File: config.mk
export PLATFORM = sky130hd
export DESIGN_NAME = mac_status_emulation_ctrl
export DESIGN_NICKNAME = d
export VERILOG_FILES = /design/src/inc/mac_status_pkg.sv /design/src/inc/chan_cmp_if.sv /design/src/logic/chan_level_cmp.sv /design/src/logic/mac_status_emulation_ctrl.sv
export SDC_FILE = /design/constraint.sdc
export NUM_CORES = 1
export LEC_CHECK = 0
export ABC_AREA = 1
export BUFFER_PORTS_ARGS = -buffer_cell sky130_fd_sc_hd__buf_2
export CORE_AREA = 2 2 160 162
export CTS_CLUSTER_SIZE = 20
export DETAILED_ROUTE_END_ITERATION = 16
export DIE_AREA = 0 0 162 164
export HOLD_SLACK_MARGIN = 0.03
export PLACE_DENSITY = 0.72
export SKIP_CTS_REPAIR_TIMING = 1
export SKIP_LAST_GASP = 1
export SYNTH_ARGS = -nofsm -noshare
export SYNTH_HDL_FRONTEND = slang
export SYNTH_HIERARCHICAL = 1
export SYNTH_SLANG_ARGS = --single-unit
export TNS_END_PERCENT = 50
File: constraint.sdc
create_clock -name hclk -period 2 [get_ports hclk]
set_input_delay 0.1 -clock hclk [delete_from_list [all_inputs] [get_ports hclk]]
set_output_delay 0.1 -clock hclk [all_outputs]
set_load 0.02 [all_outputs]
File: src/inc/mac_status_pkg.sv
// Constants for the MAC status and emulation control register bank.
// Assumes a 32-bit AHB-Lite register bus and a 125 MHz clock.
package mac_status_pkg;

  // ==========================================================
  // Register map
  localparam int         ADDR_W        = 8;
  localparam logic [7:0] STATUS_OFF    = 8'h00;
  localparam logic [7:0] EMU_OFF       = 8'h04;
  localparam logic [7:0] RX_CTRL_OFF   = 8'h08;

  // ==========================================================
  // Status word fields
  localparam int ERRCH_LSB   = 8;
  localparam int ERRCH_MSB   = 10;
  localparam int GIG_BIT     = 4;
  localparam int DUPLEX_BIT  = 3;
  localparam int QOS_BIT     = 2;
  localparam int RXFLOW_BIT  = 1;
  localparam int TXPAUSE_BIT = 0;
  localparam logic [31:0] STATUS_RSV_MASK = 32'hFFFF_F8E0;

  // ==========================================================
  // Emulation control and receive control fields
  localparam int         EMU_SOFT_BIT   = 1;
  localparam int         EMU_FREE_BIT   = 0;
  localparam int         QOS_EN_BIT     = 0;
  localparam logic [1:0] EMU_RESET      = 2'h0;
  localparam logic [2:0] ERRCH_RESET    = 3'h0;
  localparam logic       QOS_EN_RESET   = 1'h0;

  // ==========================================================
  // Timing
  localparam int CLK_PERIOD_NS  = 8;
  localparam int QUANTUM_NS     = 512;
  localparam int QUANTUM_CYCLES = (QUANTUM_NS / CLK_PERIOD_NS < 1) ? 1
                                  : QUANTUM_NS / CLK_PERIOD_NS;
  localparam int QUANTA_W       = 16;

endpackage

File: src/inc/chan_cmp_if.sv
// Carrier between the register bank and one channel level comparator.
// Assumes all signals are combinational within the hclk domain.
`timescale 1ns/1ps
interface chan_cmp_if #(
  parameter int CNT_W = 16
);
  logic [CNT_W-1:0] free_count;
  logic [CNT_W-1:0] flow_level;
  logic [CNT_W-1:0] low_level;
  logic             flow_hit;
  logic             low_hit;

  modport src (output free_count, output flow_level, output low_level,
               input flow_hit, input low_hit);
  modport cmp (input free_count, input flow_level, input low_level,
               output flow_hit, output low_hit);
endinterface

File: src/logic/chan_level_cmp.sv
// One receive channel free-buffer comparator.
// Assumes counts and levels are unsigned and stable within a cycle.
`timescale 1ns/1ps
module chan_level_cmp (
  chan_cmp_if.cmp c
);
  assign c.flow_hit = (c.free_count <= c.flow_level);
  assign c.low_hit  = (c.free_count <= c.low_level);
endmodule

File: src/logic/mac_status_emulation_ctrl.sv
// MAC status word (low half) and emulation control, AHB-Lite slave.
// Assumes all inputs synchronous to hclk; zero wait-state bus.
// Notes on behaviour
// - Status bits 10:8 report error receive channel
// - Status read clears error channel field
// - Bit 4 mirrors external gigabit input
// - Bit 3 mirrors external full-duplex input
// - Bit 2: QoS enabled and count at/below low
// - Bit 1: a count at/below its flow level
// - Bit 0 high during received pause interval
// - No new frame start during pause, except pause
// - Frames already started run to completion
// - Emulation soft bit 1, free bit 0, reset 0
// - Host error flag held until hardware reset
//
// Decided for this implementation: the AHB-Lite interface to the registers and the register addresses.
`timescale 1ns/1ps
module mac_status_emulation_ctrl #(
  parameter int CHANNELS = 8,
  parameter int CNT_W    = 16
)(
  input  wire logic                      hclk,
  input  wire logic                      hresetn,
  input  wire logic                      ce,
  input  wire logic                      hsel,
  input  wire logic [31:0]               haddr,
  input  wire logic [1:0]                htrans,
  input  wire logic                      hwrite,
  input  wire logic [2:0]                hsize,
  input  wire logic [31:0]               hwdata,
  input  wire logic                      hready,
  output logic                           hreadyout,
  output logic                           hresp,
  output logic [31:0]                    hrdata,
  input  wire logic                      ext_gigabit_in,
  input  wire logic                      ext_duplex_in,
  input  wire logic [CHANNELS*CNT_W-1:0] chan_free_buf_count,
  input  wire logic [CHANNELS*CNT_W-1:0] chan_flow_level,
  input  wire logic [CNT_W-1:0]          rx_low_filter_level,
  input  wire logic                      rx_host_err,
  input  wire logic [2:0]                rx_host_err_chan,
  input  wire logic                      pause_frame_rx,
  input  wire logic [15:0]               pause_quanta,
  input  wire logic                      tx_start_req,
  input  wire logic                      tx_start_is_pause,
  output logic                           tx_start_grant,
  output logic                           rx_qos_active,
  output logic                           rx_flow_active,
  output logic                           tx_pause_active,
  output logic                           host_error_irq,
  output logic                           emu_soft,
  output logic                           emu_free
);

  // ==========================================================
  // State
  logic [2:0]   rx_error_channel_reg;
  logic         host_err_reg;
  logic [1:0]   emu_reg;
  logic         qos_en_reg;
  logic         qos_flag_reg;
  logic         flow_flag_reg;
  logic [15:0]  quanta_reg;
  logic [15:0]  sub_reg;
  logic         wr_pend_reg;
  logic [7:0]   wr_addr_reg;
  logic [31:0]  hrdata_reg;
  logic [31:0]  status_word;
  logic [31:0]  rd_word;
  logic [CHANNELS-1:0] flow_hits;
  logic [CHANNELS-1:0] low_hits;

  // ==========================================================
  // Channel comparators
  chan_cmp_if #(.CNT_W(CNT_W)) cmp_bus [CHANNELS] ();

  for (genvar i = 0; i < CHANNELS; i++)
  begin : g_chan
    assign cmp_bus[i].free_count = chan_free_buf_count[i*CNT_W +: CNT_W];
    assign cmp_bus[i].flow_level = chan_flow_level[i*CNT_W +: CNT_W];
    assign cmp_bus[i].low_level  = rx_low_filter_level;
    assign flow_hits[i]          = cmp_bus[i].flow_hit;
    assign low_hits[i]           = cmp_bus[i].low_hit;
    chan_level_cmp u_cmp (
      .c (cmp_bus[i])
    );
  end

  // ==========================================================
  // Bus decode
  wire         addr_phase = ce && hsel && hready && htrans[1];
  wire         rd_take    = addr_phase && !hwrite;
  wire         wr_take    = addr_phase && hwrite;
  wire [7:0]   rd_off     = haddr[mac_status_pkg::ADDR_W-1:0];
  wire         rd_status  = rd_take && (rd_off == mac_status_pkg::STATUS_OFF);
  wire         wr_done    = ce && wr_pend_reg;
  wire         wr_emu     = wr_done && (wr_addr_reg == mac_status_pkg::EMU_OFF);
  wire         wr_rxctrl  = wr_done && (wr_addr_reg == mac_status_pkg::RX_CTRL_OFF);
  wire         qos_next   = qos_en_reg && (|low_hits);
  wire         flow_next  = |flow_hits;

  assign hreadyout = ce;
  assign hresp     = 1'b0;
  assign hrdata    = hrdata_reg;

  always_comb
  begin
    status_word = 32'h0000_0000;
    status_word[mac_status_pkg::ERRCH_MSB:mac_status_pkg::ERRCH_LSB]
                = rx_error_channel_reg;
    status_word[mac_status_pkg::GIG_BIT]     = ext_gigabit_in;
    status_word[mac_status_pkg::DUPLEX_BIT]  = ext_duplex_in;
    status_word[mac_status_pkg::QOS_BIT]     = qos_flag_reg;
    status_word[mac_status_pkg::RXFLOW_BIT]  = flow_flag_reg;
    status_word[mac_status_pkg::TXPAUSE_BIT] = tx_pause_active;
  end

  always_comb
  begin
    rd_word = 32'h0000_0000;
    case (rd_off)
      mac_status_pkg::STATUS_OFF:  rd_word = status_word;
      mac_status_pkg::EMU_OFF:     rd_word = {30'h0000_0000, emu_reg};
      mac_status_pkg::RX_CTRL_OFF: rd_word = {31'h0000_0000, qos_en_reg};
      default:                     rd_word = 32'h0000_0000;
    endcase
  end

  // ==========================================================
  // Bus registers
  always_ff @(posedge hclk or negedge hresetn)
  begin
    if (!hresetn)
    begin
      wr_pend_reg <= 1'b0;
      wr_addr_reg <= 8'h00;
      hrdata_reg  <= 32'h0000_0000;
    end
    else if (ce)
    begin
      wr_pend_reg <= wr_take;
      if (wr_take)
        wr_addr_reg <= rd_off;
      if (rd_take)
        hrdata_reg <= rd_word;
    end
  end

  // Status writes are not decoded, so they change nothing
  always_ff @(posedge hclk or negedge hresetn)
  begin
    if (!hresetn)
    begin
      emu_reg    <= mac_status_pkg::EMU_RESET;
      qos_en_reg <= mac_status_pkg::QOS_EN_RESET;
    end
    else
    begin
      if (wr_emu)
        emu_reg <= hwdata[1:0];
      if (wr_rxctrl)
        qos_en_reg <= hwdata[mac_status_pkg::QOS_EN_BIT];
    end
  end

  assign emu_soft = emu_reg[mac_status_pkg::EMU_SOFT_BIT];
  assign emu_free = emu_reg[mac_status_pkg::EMU_FREE_BIT];

  // ==========================================================
  // Host error capture; a new error beats a clearing read
  always_ff @(posedge hclk or negedge hresetn)
  begin
    if (!hresetn)
    begin
      rx_error_channel_reg <= mac_status_pkg::ERRCH_RESET;
      host_err_reg         <= 1'b0;
    end
    else if (ce)
    begin
      if (rx_host_err)
        rx_error_channel_reg <= rx_host_err_chan;
      else if (rd_status)
        rx_error_channel_reg <= mac_status_pkg::ERRCH_RESET;
      if (rx_host_err)
        host_err_reg <= 1'b1;
    end
  end

  assign host_error_irq = host_err_reg;

  // ==========================================================
  // Receive flow and QoS flags
  always_ff @(posedge hclk or negedge hresetn)
  begin
    if (!hresetn)
    begin
      qos_flag_reg  <= 1'b0;
      flow_flag_reg <= 1'b0;
    end
    else if (ce)
    begin
      qos_flag_reg  <= qos_next;
      flow_flag_reg <= flow_next;
    end
  end

  assign rx_qos_active  = qos_flag_reg;
  assign rx_flow_active = flow_flag_reg;

  // ==========================================================
  // Pause interval timer, one quantum per QUANTUM_CYCLES
  always_ff @(posedge hclk or negedge hresetn)
  begin
    if (!hresetn)
    begin
      quanta_reg <= 16'h0000;
      sub_reg    <= 16'h0000;
    end
    else if (ce)
    begin
      if (pause_frame_rx)
      begin
        quanta_reg <= pause_quanta;
        sub_reg    <= 16'(mac_status_pkg::QUANTUM_CYCLES - 1);
      end
      else if (quanta_reg != 16'h0000)
      begin
        if (sub_reg == 16'h0000)
        begin
          quanta_reg <= quanta_reg - 16'h0001;
          sub_reg    <= 16'(mac_status_pkg::QUANTUM_CYCLES - 1);
        end
        else
          sub_reg <= sub_reg - 16'h0001;
      end
    end
  end

  assign tx_pause_active = (quanta_reg != 16'h0000);

  // Only frame starts are gated; a running frame is never cut
  assign tx_start_grant = tx_start_req && (!tx_pause_active || tx_start_is_pause);

  // ==========================================================
  // Checks
  // Reference comparisons built straight from the ports
  logic chk_low_any;
  logic chk_flow_any;

  always_comb
  begin
    chk_low_any  = 1'b0;
    chk_flow_any = 1'b0;
    for (int j = 0; j < CHANNELS; j++)
    begin
      if (chan_free_buf_count[j*CNT_W +: CNT_W] <= rx_low_filter_level)
        chk_low_any = 1'b1;
      if (chan_free_buf_count[j*CNT_W +: CNT_W] <= chan_flow_level[j*CNT_W +: CNT_W])
        chk_flow_any = 1'b1;
    end
  end

  err_ch_load_a: assert property (@(posedge hclk) disable iff (!hresetn)
    ce && rx_host_err |=> rx_error_channel_reg == $past(rx_host_err_chan))
    else $error("error channel not captured");

  err_ch_clear_a: assert property (@(posedge hclk) disable iff (!hresetn)
    rd_status && !rx_host_err |=> rx_error_channel_reg == 3'h0)
    else $error("error channel not cleared by read");

  gig_mirror_a: assert property (@(posedge hclk) disable iff (!hresetn)
    rd_status |=> hrdata[mac_status_pkg::GIG_BIT] == $past(ext_gigabit_in))
    else $error("gigabit bit wrong");

  duplex_mirror_a: assert property (@(posedge hclk) disable iff (!hresetn)
    rd_status |=> hrdata[mac_status_pkg::DUPLEX_BIT] == $past(ext_duplex_in))
    else $error("duplex bit wrong");

  qos_flag_a: assert property (@(posedge hclk) disable iff (!hresetn)
    ce |=> rx_qos_active == ($past(qos_en_reg) && $past(chk_low_any)))
    else $error("qos flag wrong");

  flow_flag_a: assert property (@(posedge hclk) disable iff (!hresetn)
    ce |=> rx_flow_active == $past(chk_flow_any))
    else $error("flow flag wrong");

  pause_hold_a: assert property (@(posedge hclk) disable iff (!hresetn)
    ce && pause_frame_rx && pause_quanta != 16'h0000 |=> tx_pause_active)
    else $error("pause not observed");

  no_start_a: assert property (@(posedge hclk) disable iff (!hresetn)
    tx_pause_active && !tx_start_is_pause |-> !tx_start_grant)
    else $error("start granted during pause");

  emu_write_a: assert property (@(posedge hclk) disable iff (!hresetn)
    wr_emu |=> emu_soft == $past(hwdata[1]) && emu_free == $past(hwdata[0]))
    else $error("emulation write lost");

  host_sticky_a: assert property (@(posedge hclk) disable iff (!hresetn)
    host_error_irq |=> host_error_irq)
    else $error("host error flag dropped");

  reserved_zero_a: assert property (@(posedge hclk) disable iff (!hresetn)
    rd_status |=> (hrdata & mac_status_pkg::STATUS_RSV_MASK) == 32'h0000_0000)
    else $error("reserved status bits not zero");

  pause_grant_a: assert property (@(posedge hclk) disable iff (!hresetn)
    tx_start_req && tx_start_is_pause |-> tx_start_grant)
    else $error("pause frame start refused");

  free_grant_a: assert property (@(posedge hclk) disable iff (!hresetn)
    !tx_pause_active |-> tx_start_grant == tx_start_req)
    else $error("start gated outside pause");

  pause_idle_a: assert property (@(posedge hclk) disable iff (!hresetn)
    !tx_pause_active && !pause_frame_rx |=> !tx_pause_active)
    else $error("pause began without a pause frame");

  emu_upper_a: assert property (@(posedge hclk) disable iff (!hresetn)
    rd_take && rd_off == mac_status_pkg::EMU_OFF |=> hrdata[31:2] == 30'h0000_0000)
    else $error("emulation upper bits not zero");

  emu_hold_a: assert property (@(posedge hclk) disable iff (!hresetn)
    !wr_emu |=> $stable(emu_reg))
    else $error("emulation bits changed without write");

  err_hold_a: assert property (@(posedge hclk) disable iff (!hresetn)
    ce && !rx_host_err && !rd_status |=> $stable(rx_error_channel_reg))
    else $error("error channel changed without cause");

  irq_set_a: assert property (@(posedge hclk) disable iff (!hresetn)
    ce && rx_host_err |=> host_error_irq)
    else $error("host error flag not set");

  qos_off_a: assert property (@(posedge hclk) disable iff (!hresetn)
    ce && !qos_en_reg |=> !rx_qos_active)
    else $error("qos flag set while disabled");

  bus_stall_a: assert property (@(posedge hclk) disable iff (!hresetn)
    !ce |-> !hreadyout && !hresp)
    else $error("bus not stalled with clock enable low");

  ce_freeze_a: assert property (@(posedge hclk) disable iff (!hresetn)
    !ce |=> $stable(emu_reg) && $stable(quanta_reg) && $stable(sub_reg)
            && $stable(rx_error_channel_reg) && $stable(hrdata_reg))
    else $error("state moved with clock enable low");

endmodule

# Word-level counts from Yosys, hierarchy flattened

Index checks and enable logic that the tools add are counted.
W data, S select, Z words.

Output and inout bits: 41
Bits in registers: 82
Input bits: 372

Mux-type cells: 9
Equal/unequal tests: 4
Magnitude comparators: 16
Reduce and logical (&&, ||, !) cells: 28
Add/sub/neg operators: 2

Operators by type and width:

| kind                    | number |
|---|---|
| $le A16 B16 Y1          | 16 |
| $mux W16                | 6 |
| $pmux W11 S3            | 1 |
| $sub A16 B1 Y16 const B | 2 |
| $eq A8 B3 Y1 const B    | 2 |
| $eq A8 B4 Y1 const B    | 2 |
| $logic_not A16 Y1       | 1 |
| $reduce_bool A16 Y1     | 1 |
| $reduce_or A8 Y1        | 2 |
| $logic_and A1 B1 Y1     | 11 |
| $reduce_and A2 Y1       | 5 |
| $logic_not A8 Y1        | 1 |
| $mux W3                 | 2 |
| $reduce_bool A2 Y1      | 3 |
| $reduce_and A3 Y1       | 1 |
| $logic_not A1 Y1        | 2 |
| $logic_or A1 B1 Y1      | 1 |

# Logic depth before layout (Yosys ltp)

Gate-level depths: netlist of run 1.

Depth after elaboration: 7
Depth in mapped cells: 16
Gate-level depth less buffers: 16

# Cells and area by module

Netlist of run 1, hierarchy kept.

By module, submodules not included:

| module                    | area an instance (µm²) | cells each | times used |
|---|---|---|---|
| chan_level_cmp            | 867.1                  | 141        | 8 |
| mac_status_emulation_ctrl | 3759.9                 | 534        | 1 |

# Least setup slack after synthesis of run 1

Ideal clock, no wire load.

Kind: register -> output
From: reg quanta_reg[0]
To: out tx_start_grant
Stages on the path, launching flop included: 7
Buffers on the path: 0
Arrival time: 1850 ps
Slack: 50 ps
Cell sequence: dfrtp_1 inv_1 ha_1 nand3_2 nor2_2 nand3b_1 a21boi_0

Cells in the longest elaborated chain, start to end: 4

RTL lines:

| what                     | line                             | RTL |
|---|---|---|
| start: declaration       | mac_status_emulation_ctrl.sv:63  | `logic [15:0] quanta_reg;` |
| start signal: assignment | mac_status_emulation_ctrl.sv:223 | `quanta_reg <= pause_quanta;` |
| start signal: assignment | mac_status_emulation_ctrl.sv:230 | `quanta_reg <= quanta_reg - 16'h0001;` |
| $reduce_bool A16 Y1      | mac_status_emulation_ctrl.sv:239 | `assign tx_pause_active = (quanta_reg != 16'h0000);` |
| net tx_pause_active      | mac_status_emulation_ctrl.sv:49  | `output logic tx_pause_active,` |
| $logic_not A1 Y1         | mac_status_emulation_ctrl.sv:242 | `assign tx_start_grant = tx_start_req && (!tx_pause_active \|\| tx_start_is_pause);` |
| $logic_or A1 B1 Y1       | mac_status_emulation_ctrl.sv:242 |  |
| $logic_and A1 B1 Y1      | mac_status_emulation_ctrl.sv:242 |  |
| end: declaration         | mac_status_emulation_ctrl.sv:46  | `output logic tx_start_grant,` |

The timed path passes the listed nets, and every way through them passes these cells.

# Worst setup path after layout of run 1

From: reg quanta_reg[0]
To: out tx_start_grant

Cells in the longest elaborated chain, start to end: 4

RTL lines:

| what                | line |
|---|---|
| $reduce_bool A16 Y1 | mac_status_emulation_ctrl.sv:239 |
| $logic_not A1 Y1    | mac_status_emulation_ctrl.sv:242 |
| $logic_or A1 B1 Y1  | mac_status_emulation_ctrl.sv:242 |
| $logic_and A1 B1 Y1 | mac_status_emulation_ctrl.sv:242 |

Every way passes these cells.

==> metrics, run 1 <==
Fmax achieved a little over 0.5 GHz; port buffer count roughly 330; largest net degree at the start of global routing 59; worst-skew pair later-pin latency approximately 0.33 ns; violated checks negative hold slack; Avg Cell Area, Syn roughly 6.4 sq um; # setup viols final 0; post-synth cell types 39; Setup Slack @ Placement -0.2220 ns; CTS max path bufs 2; layout cell share with drive strength beyond 1 between 20% and 30%; Final HPWL DP between 20000 and 30000 microns; Pwr Density about 440 nW/um^2; Worst Setup End Kind primary output; H-Tree Depth 3; initial antenna violation count 6; post-synthesis mux area share 0%; Layout Cell Area excl Fill between 10000 and 15000 sq um; Post-Syn Area around 11000 sq um; crit path launch quanta_reg[0]; P_int ~3600 uW; Top FF cell, synth dfrtp_1; Post-DP Area roughly 13000 sq um; Pre-antenna DRT Iters 7; combinational share of power between 40% and 50%; slew margin rel. a little over three fifths; clock edge transition at the registers on the reported setup and hold paths roughly 0.050 ns; drt wl/cell between 10 and 15 microns; area grow syn2layout 23.01%; full die area between 20000 and 30000 sq um; vias 11.25k; Worst Setup EP tx_start_grant; Simple-Gate Fraction of Synth Area roughly 32%; final setup margin 0.01640 ns; vias in the first global route 10.45k; num rows a little under 60; clk_skew between 0.01 and 0.015 ns; Crit path max-delay family simple AND/OR/NAND/NOR gates; R2R depth 9; Slowest-stage cell, CP dfrtp_1; Peak VDD IR ~0.38 mV; min-delay worst type input port to flip-flop; Final ANT Viol Nets 0; first-pass GRT wire length approximately 50000 microns; Compound-Gate Fraction of Synth Area about 7.9%; total track usage 23.91%; Setup crit start kind flip-flop; kind of critical path flip-flop to primary output; Final period util 99.18%; max cap viols 0; r2r setup slk about 0.14 ns; Final min period 1.984 ns; Sum Neg Setup Slack 0 ns; register area share after synthesis a little over an eighth; CP Max Fanout 3; adder-cell share of the synthesized area between 30% and 40%; nets@finish about 2.6k; Synth Area in XOR/XNOR less than 1%; Starting Density 43.10%; Switching Fraction between 30% and 40%; CP bufs+invs 2; final WL roughly 32000 microns; Final Max Tran Viols 0; number of synthesized flops with an enable pin 0; # DRC 0; CP Cell Sequence inv_1 -> ha_1 -> nand3_2 -> nor2_2 -> nand3b_1 -> a21boi_0 -> buf_2; Top Ports 413; reg2reg start sub_reg[0]; outcome complete, but fails checks; worst r2r dst sub_reg[15]; Switch Pwr roughly 2200 uW; CTS sink cnt 58; async set-reset flop share out of synthesis 100.0%; Finished Layout Cells 2355; Die Span Y around 160 microns; Crit path arrival time about 1.9 ns; GRT overflow 0; total core area ~25000 sq um; main combinational cell family by area after synthesis simple AND/OR/NAND/NOR gates; gpl congestion approximately 0.90; root buffer cell clkbuf_16; RSZ-0062 raised after global routing true; Die W between 150 and 200 microns; Leak Pwr 0.008450 uW; post-DR vias/cell around 4.8; CP max stage delay around 0.40 ns; WP depth 7; synthesis-stage register bit count 58; Worst-Margin Slew roughly 0.55 ns; DP Cell Count 2330; final hold violation count 1; yosys warns 6; Min Hold Slack -0.002073 ns; Seq pwr share between 20% and 30%; worst path required time roughly 1.9 ns; initial drt markers ~570; CTS Buf Count 9; Clock Power Share around a third; CTS tree built; Syn Inst Count approximately 1.7k
cell usage after synthesis (2+ instances only):
cell / count / area (sq um)
dfrtp_1: 58 / 1451
inv_1: 362 / 1359
nor2_4: 2 / 22.52
nand3_1: 74 / 370.4
ha_1: 258 / 3228
xor2_1: 6 / 52.55
buf_4: 26 / 195.2
buf_2: 5 / 25.02
nor3_2: 16 / 160.2
o21ai_0: 36 / 180.2
nand4_1: 27 / 168.9
nor4_1: 4 / 25.02
nand2_1: 462 / 1734
nor3_1: 3 / 15.01
nand2_2: 31 / 193.9
clkbuf_1: 3 / 11.26
nand3_2: 2 / 20.02
nand3b_1: 2 / 15.01
a21o_1: 16 / 120.1
inv_2: 4 / 15.01
nor2_1: 114 / 427.9
nand2_4: 4 / 45.04
o21ai_1: 5 / 25.02
or2_2: 3 / 18.77
a21oi_1: 98 / 490.5
nor2_2: 28 / 175.2
worst min path at each step:
stage / to / startpoint / slack (ns) / depth (start not counted)
after floorplan: emu_reg[0] / hresetn / -0.20 / 0
after global placement: sub_reg[2] / hresetn / 0.13 / 2
after detailed placement: sub_reg[2] / hresetn / 0.13 / 2
after CTS: wr_addr_reg[2] / hresetn / -0.22 / 2
after global routing: hrdata[4] / ext_gigabit_in / 0.04 / 3
final: hrdata[4] / ext_gigabit_in / -0.002 / 3
tightest hold or removal path, delay by kind of cell:
| family | cells | cell delay [ns] |
|---|---|---|
| buffers and inverters | 1 | 0.07 |
| AND/OR/NAND/NOR | 2 | 0.12 |
routing by layer:
layer | share of wire [%] | up-vias | wire (microns) | track usage, %
met5 | 0.049 | - | 16 | 0
met4 | 2.8 | 2 | 915 | 6.919
met3 | 4.8 | 60 | 1569 | 2.753
met2 | 48 | 299 | 15400 | 42.61
met1 | 45 | 4998 | 14470 | 30.41
li1 | - | 5887 | - | -
cell type report:
| class | instances | area, sq um |
|---|---|---|
| inverters | 367 | 1383 |
| fillers | 2523 | 11660 |
| multi-input cells | 1224 | 7681 |
| clock inverters | 5 | 100.1 |
| repair buffers | 355 | 1864 |
| clock buffers | 11 | 252.7 |
| flip-flops and latches | 58 | 1451 |
| diodes | 5 | 12.51 |
| well taps | 330 | 412.9 |
per-stage QoR:
stage | utilization (%) | total power, uW | hold WS (ns)
CTS | 52.78 | 5797 | -0.2150
global route | 52.99 | 6260 | 0.04256
finish | 53.01 | 5782 | -0.002073
global placement | 51.36 | 3857 | 0.1342
detailed placement | 51.36 | 3952 | 0.1318
floorplan | - | 3083 | -0.1956
layout by cell type, fill, tap and decap left out, types with 4 or more instances in the layout:
master,Yosys,final
ha_1,258,258
buf_4,26,21
buf_2,5,329
conb_1,1,25
dfrtp_1,58,58
nand4_1,27,27
xor2_1,6,6
nand2_1,462,462
a21o_1,16,16
o21ai_1,5,5
nand2_2,31,31
diode_2,0,5
nand2_4,4,4
a21oi_1,98,98
inv_2,4,4
dlygate4sd3_1,0,4
clkbuf_16,0,9
inv_1,362,362
nor2_2,28,28
nand3_1,74,74
nor2_1,114,114
o21ai_0,36,36
nor3_2,16,16
cell families (layout without fill, tap and decap cells):
group / after synthesis / count (layout)
and+or+nand+nor: 776 / 776
buffers and inverters: 404 / 738
adders and majority gates: 258 / 258
AOI/OAI and AO/OA: 159 / 159
DFF: 58 / 58
xor gates and xnor gates: 6 / 6
other: 1 / 30
power by group through the flow:
stage               combinational [uW]  clock, uW  sequential (uW)
CTS                               2520       1840             1430
floorplan                         1660          0             1420
global placement                  2420          0             1440
detailed placement                2510          0             1450
global route                      2920       1890             1450
finish                            2530       1820             1430
No activity file was read; power rests on OpenSTA's default activity.
==> run 2, diff against run 1 <==
- clock period: 2 -> 2.2 ns (I/O delays scaled with it)
==> metrics, run 2 (same netlist as run 1, synthesis figures left out) <==
outcome finished, final reports clean; most common cell after layout, fill and taps aside nand2_1; Setup Slack @ Placement 0.1132 ns (+0.3352 ns); Leak Pwr 0.008341 uW (-1.3%); final hold violation count 0 (-1); most frequent cells in the layout 462 x nand2_1, 362 x inv_1, 329 x buf_2; port buffer count 329 (unchanged); CTS sink cnt 58 (unchanged); layout cell share with drive strength beyond 1 22.18% (-0.69 points); R2R depth 9 (unchanged); initial antenna violation count 8 (+2); Pwr Density 376.9 nW/um^2 (-14%); worst r2r dst sub_reg[1]; Starting Density 43.10% (unchanged); Die W 162 microns (unchanged); nets@finish 2631 (-0.53%); post-DR vias/cell 4.765 (-0.22%); CTS max path bufs 2 (unchanged); Final min period between 2 and 2.5 ns; hold depth 3 (unchanged); largest net degree at the start of global routing 59 (unchanged); # setup viols final 0 (unchanged); vias in the first global route 10.49k (+0.43%); Top Ports 413 (unchanged); Layout Cell Area excl Fill 12970 sq um (-1.4%); Final HPWL DP 27760 microns (-1.0%); vias 11.16k (-0.73%); clk_skew 0.01206 ns (+0.001816 ns); first-pass GRT wire length 50290 microns (-0.22%); Sum Neg Setup Slack 0 ns (unchanged); max cap viols 0 (unchanged); clock edge transition at the registers on the reported setup and hold paths 0.05 ns (about the same); kind of critical path flip-flop to primary output; r2r setup slk 0.30 ns (+0.16 ns); CP Max Fanout 3 (unchanged); full die area 26570 sq um (unchanged); Final Max Tran Viols 0 (unchanged); CTS Buf Count 9 (unchanged); Worst Setup End Kind primary output; worst-skew pair later-pin latency 0.32 ns (about the same); filler cell count in the final layout 2517 (-0.24%); hold_sp ext_gigabit_in; Crit path arrival time 1.89 ns (about the same); Final period util between 90% and 100%; Worst-Margin Slew 0.7657 ns (+0.2134 ns); # DRC 0 (unchanged); initial drt markers 494 (-14%); Pre-antenna DRT Iters 5 (-2); reg2reg start quanta_reg[0]; Post-DP Area 12630 sq um (-0.92%); min-delay worst type input port to flip-flop; Hold Path Sink hrdata[4]; gpl congestion 0.9052 (+0.56%); utilization after layout 52.26% (-0.76 points); num rows 58 (unchanged); final WL 31880 microns (-1.5%); Die Span Y 164 microns (unchanged); CTS tree built; worst path required time 2.09 ns (+0.19 ns); Peak VDD IR 0.3814 mV (-0.16%); Setup crit start kind flip-flop; Final ANT Viol Nets 0 (unchanged); area grow syn2layout 21.25%; Fmax achieved approximately 0.50 GHz; total core area 24820 sq um (unchanged); GRT overflow 0 (unchanged); total track usage 23.71% (-0.21 points); RSZ-0062 raised after global routing false; root buffer cell clkbuf_16; final setup margin 0.1999 ns (+0.1835 ns); H-Tree Depth 3 (unchanged); drt wl/cell 13.60 microns (-1.0%); slew margin rel. 48.95% (-14 points)
[run 2: cell types whose count changed in the layout (fill, tap and decap cells not counted), sizes merged]
| cell | change |
|---|---|
| buf | -14 |
| bufinv | -3 |
| clkbuf | +3 |
| diode | +2 |
[run 2: worst max-delay path, stage by stage, from the launching register on]
cell      delay, ns
dfrtp_1        0.39
inv_1          0.10
ha_1           0.22
nand3_2        0.14
nor2_2         0.14
nand3b_1       0.20
a21boi_0       0.19
buf_2          0.18
[run 2: final cells by class]
class	instances	area [sq um]	share of cell area, %
Clock buffer	14	274.0	2.113
Inverter	367	1383	10.66
Timing Repair Buffer	341	1747	13.47
Antenna cell	7	17.52	0.1351
Sequential cell	58	1451	11.19
Tap cell	330	412.9	3.183
Clock inverter	2	10.01	0.07718
Multi-Input combinational cell	1224	7675	59.17
[run 2: through the flow]
step	total power, uW	hold slack, ns	cells
2_1_floorplan	2803	-0.1856	1686
3_3_place_gp	3481	0.3159	2316
3_5_place_dp	3569	0.3119	2316
4_1_cts	4906	-0.02429	2332
5_1_grt	5334	0.03069	2342
6_report	4888	0.02530	2343
[run 2: how the worst max path moves through the flow]
stage,startpoint,endpoint,slack (ns),cells past startpoint
floorplan,quanta_reg[0],tx_start_grant,0.24,6
global placement,rx_low_filter_level[9],rx_qos_active,0.13,13
detailed placement,rx_low_filter_level[13],rx_qos_active,0.11,12
CTS,quanta_reg[0],tx_start_grant,0.17,7
global route,quanta_reg[0],tx_start_grant,0.02,7
finish,quanta_reg[0],tx_start_grant,0.20,7
[run 2: metal layers]
layer,routed length [microns],part of all wire [%],up-vias,global-route usage (%)
met5,12,0.038,-,0
met4,891,2.8,2,7.562
met3,1402,4.4,48,3.005
met2,15150,48,303,42.34
met1,14420,45,4955,29.62
li1,-,-,5856,-
[run 2: power breakdown]
group          leakage [uW]  switching (uW)  internal (uW)  total [uW]
combinational       0.00745            1350            916        2270
clock              0.000143             471            850        1320
sequential         0.000749             111           1190        1300
total               0.00834            1930           2950        4890
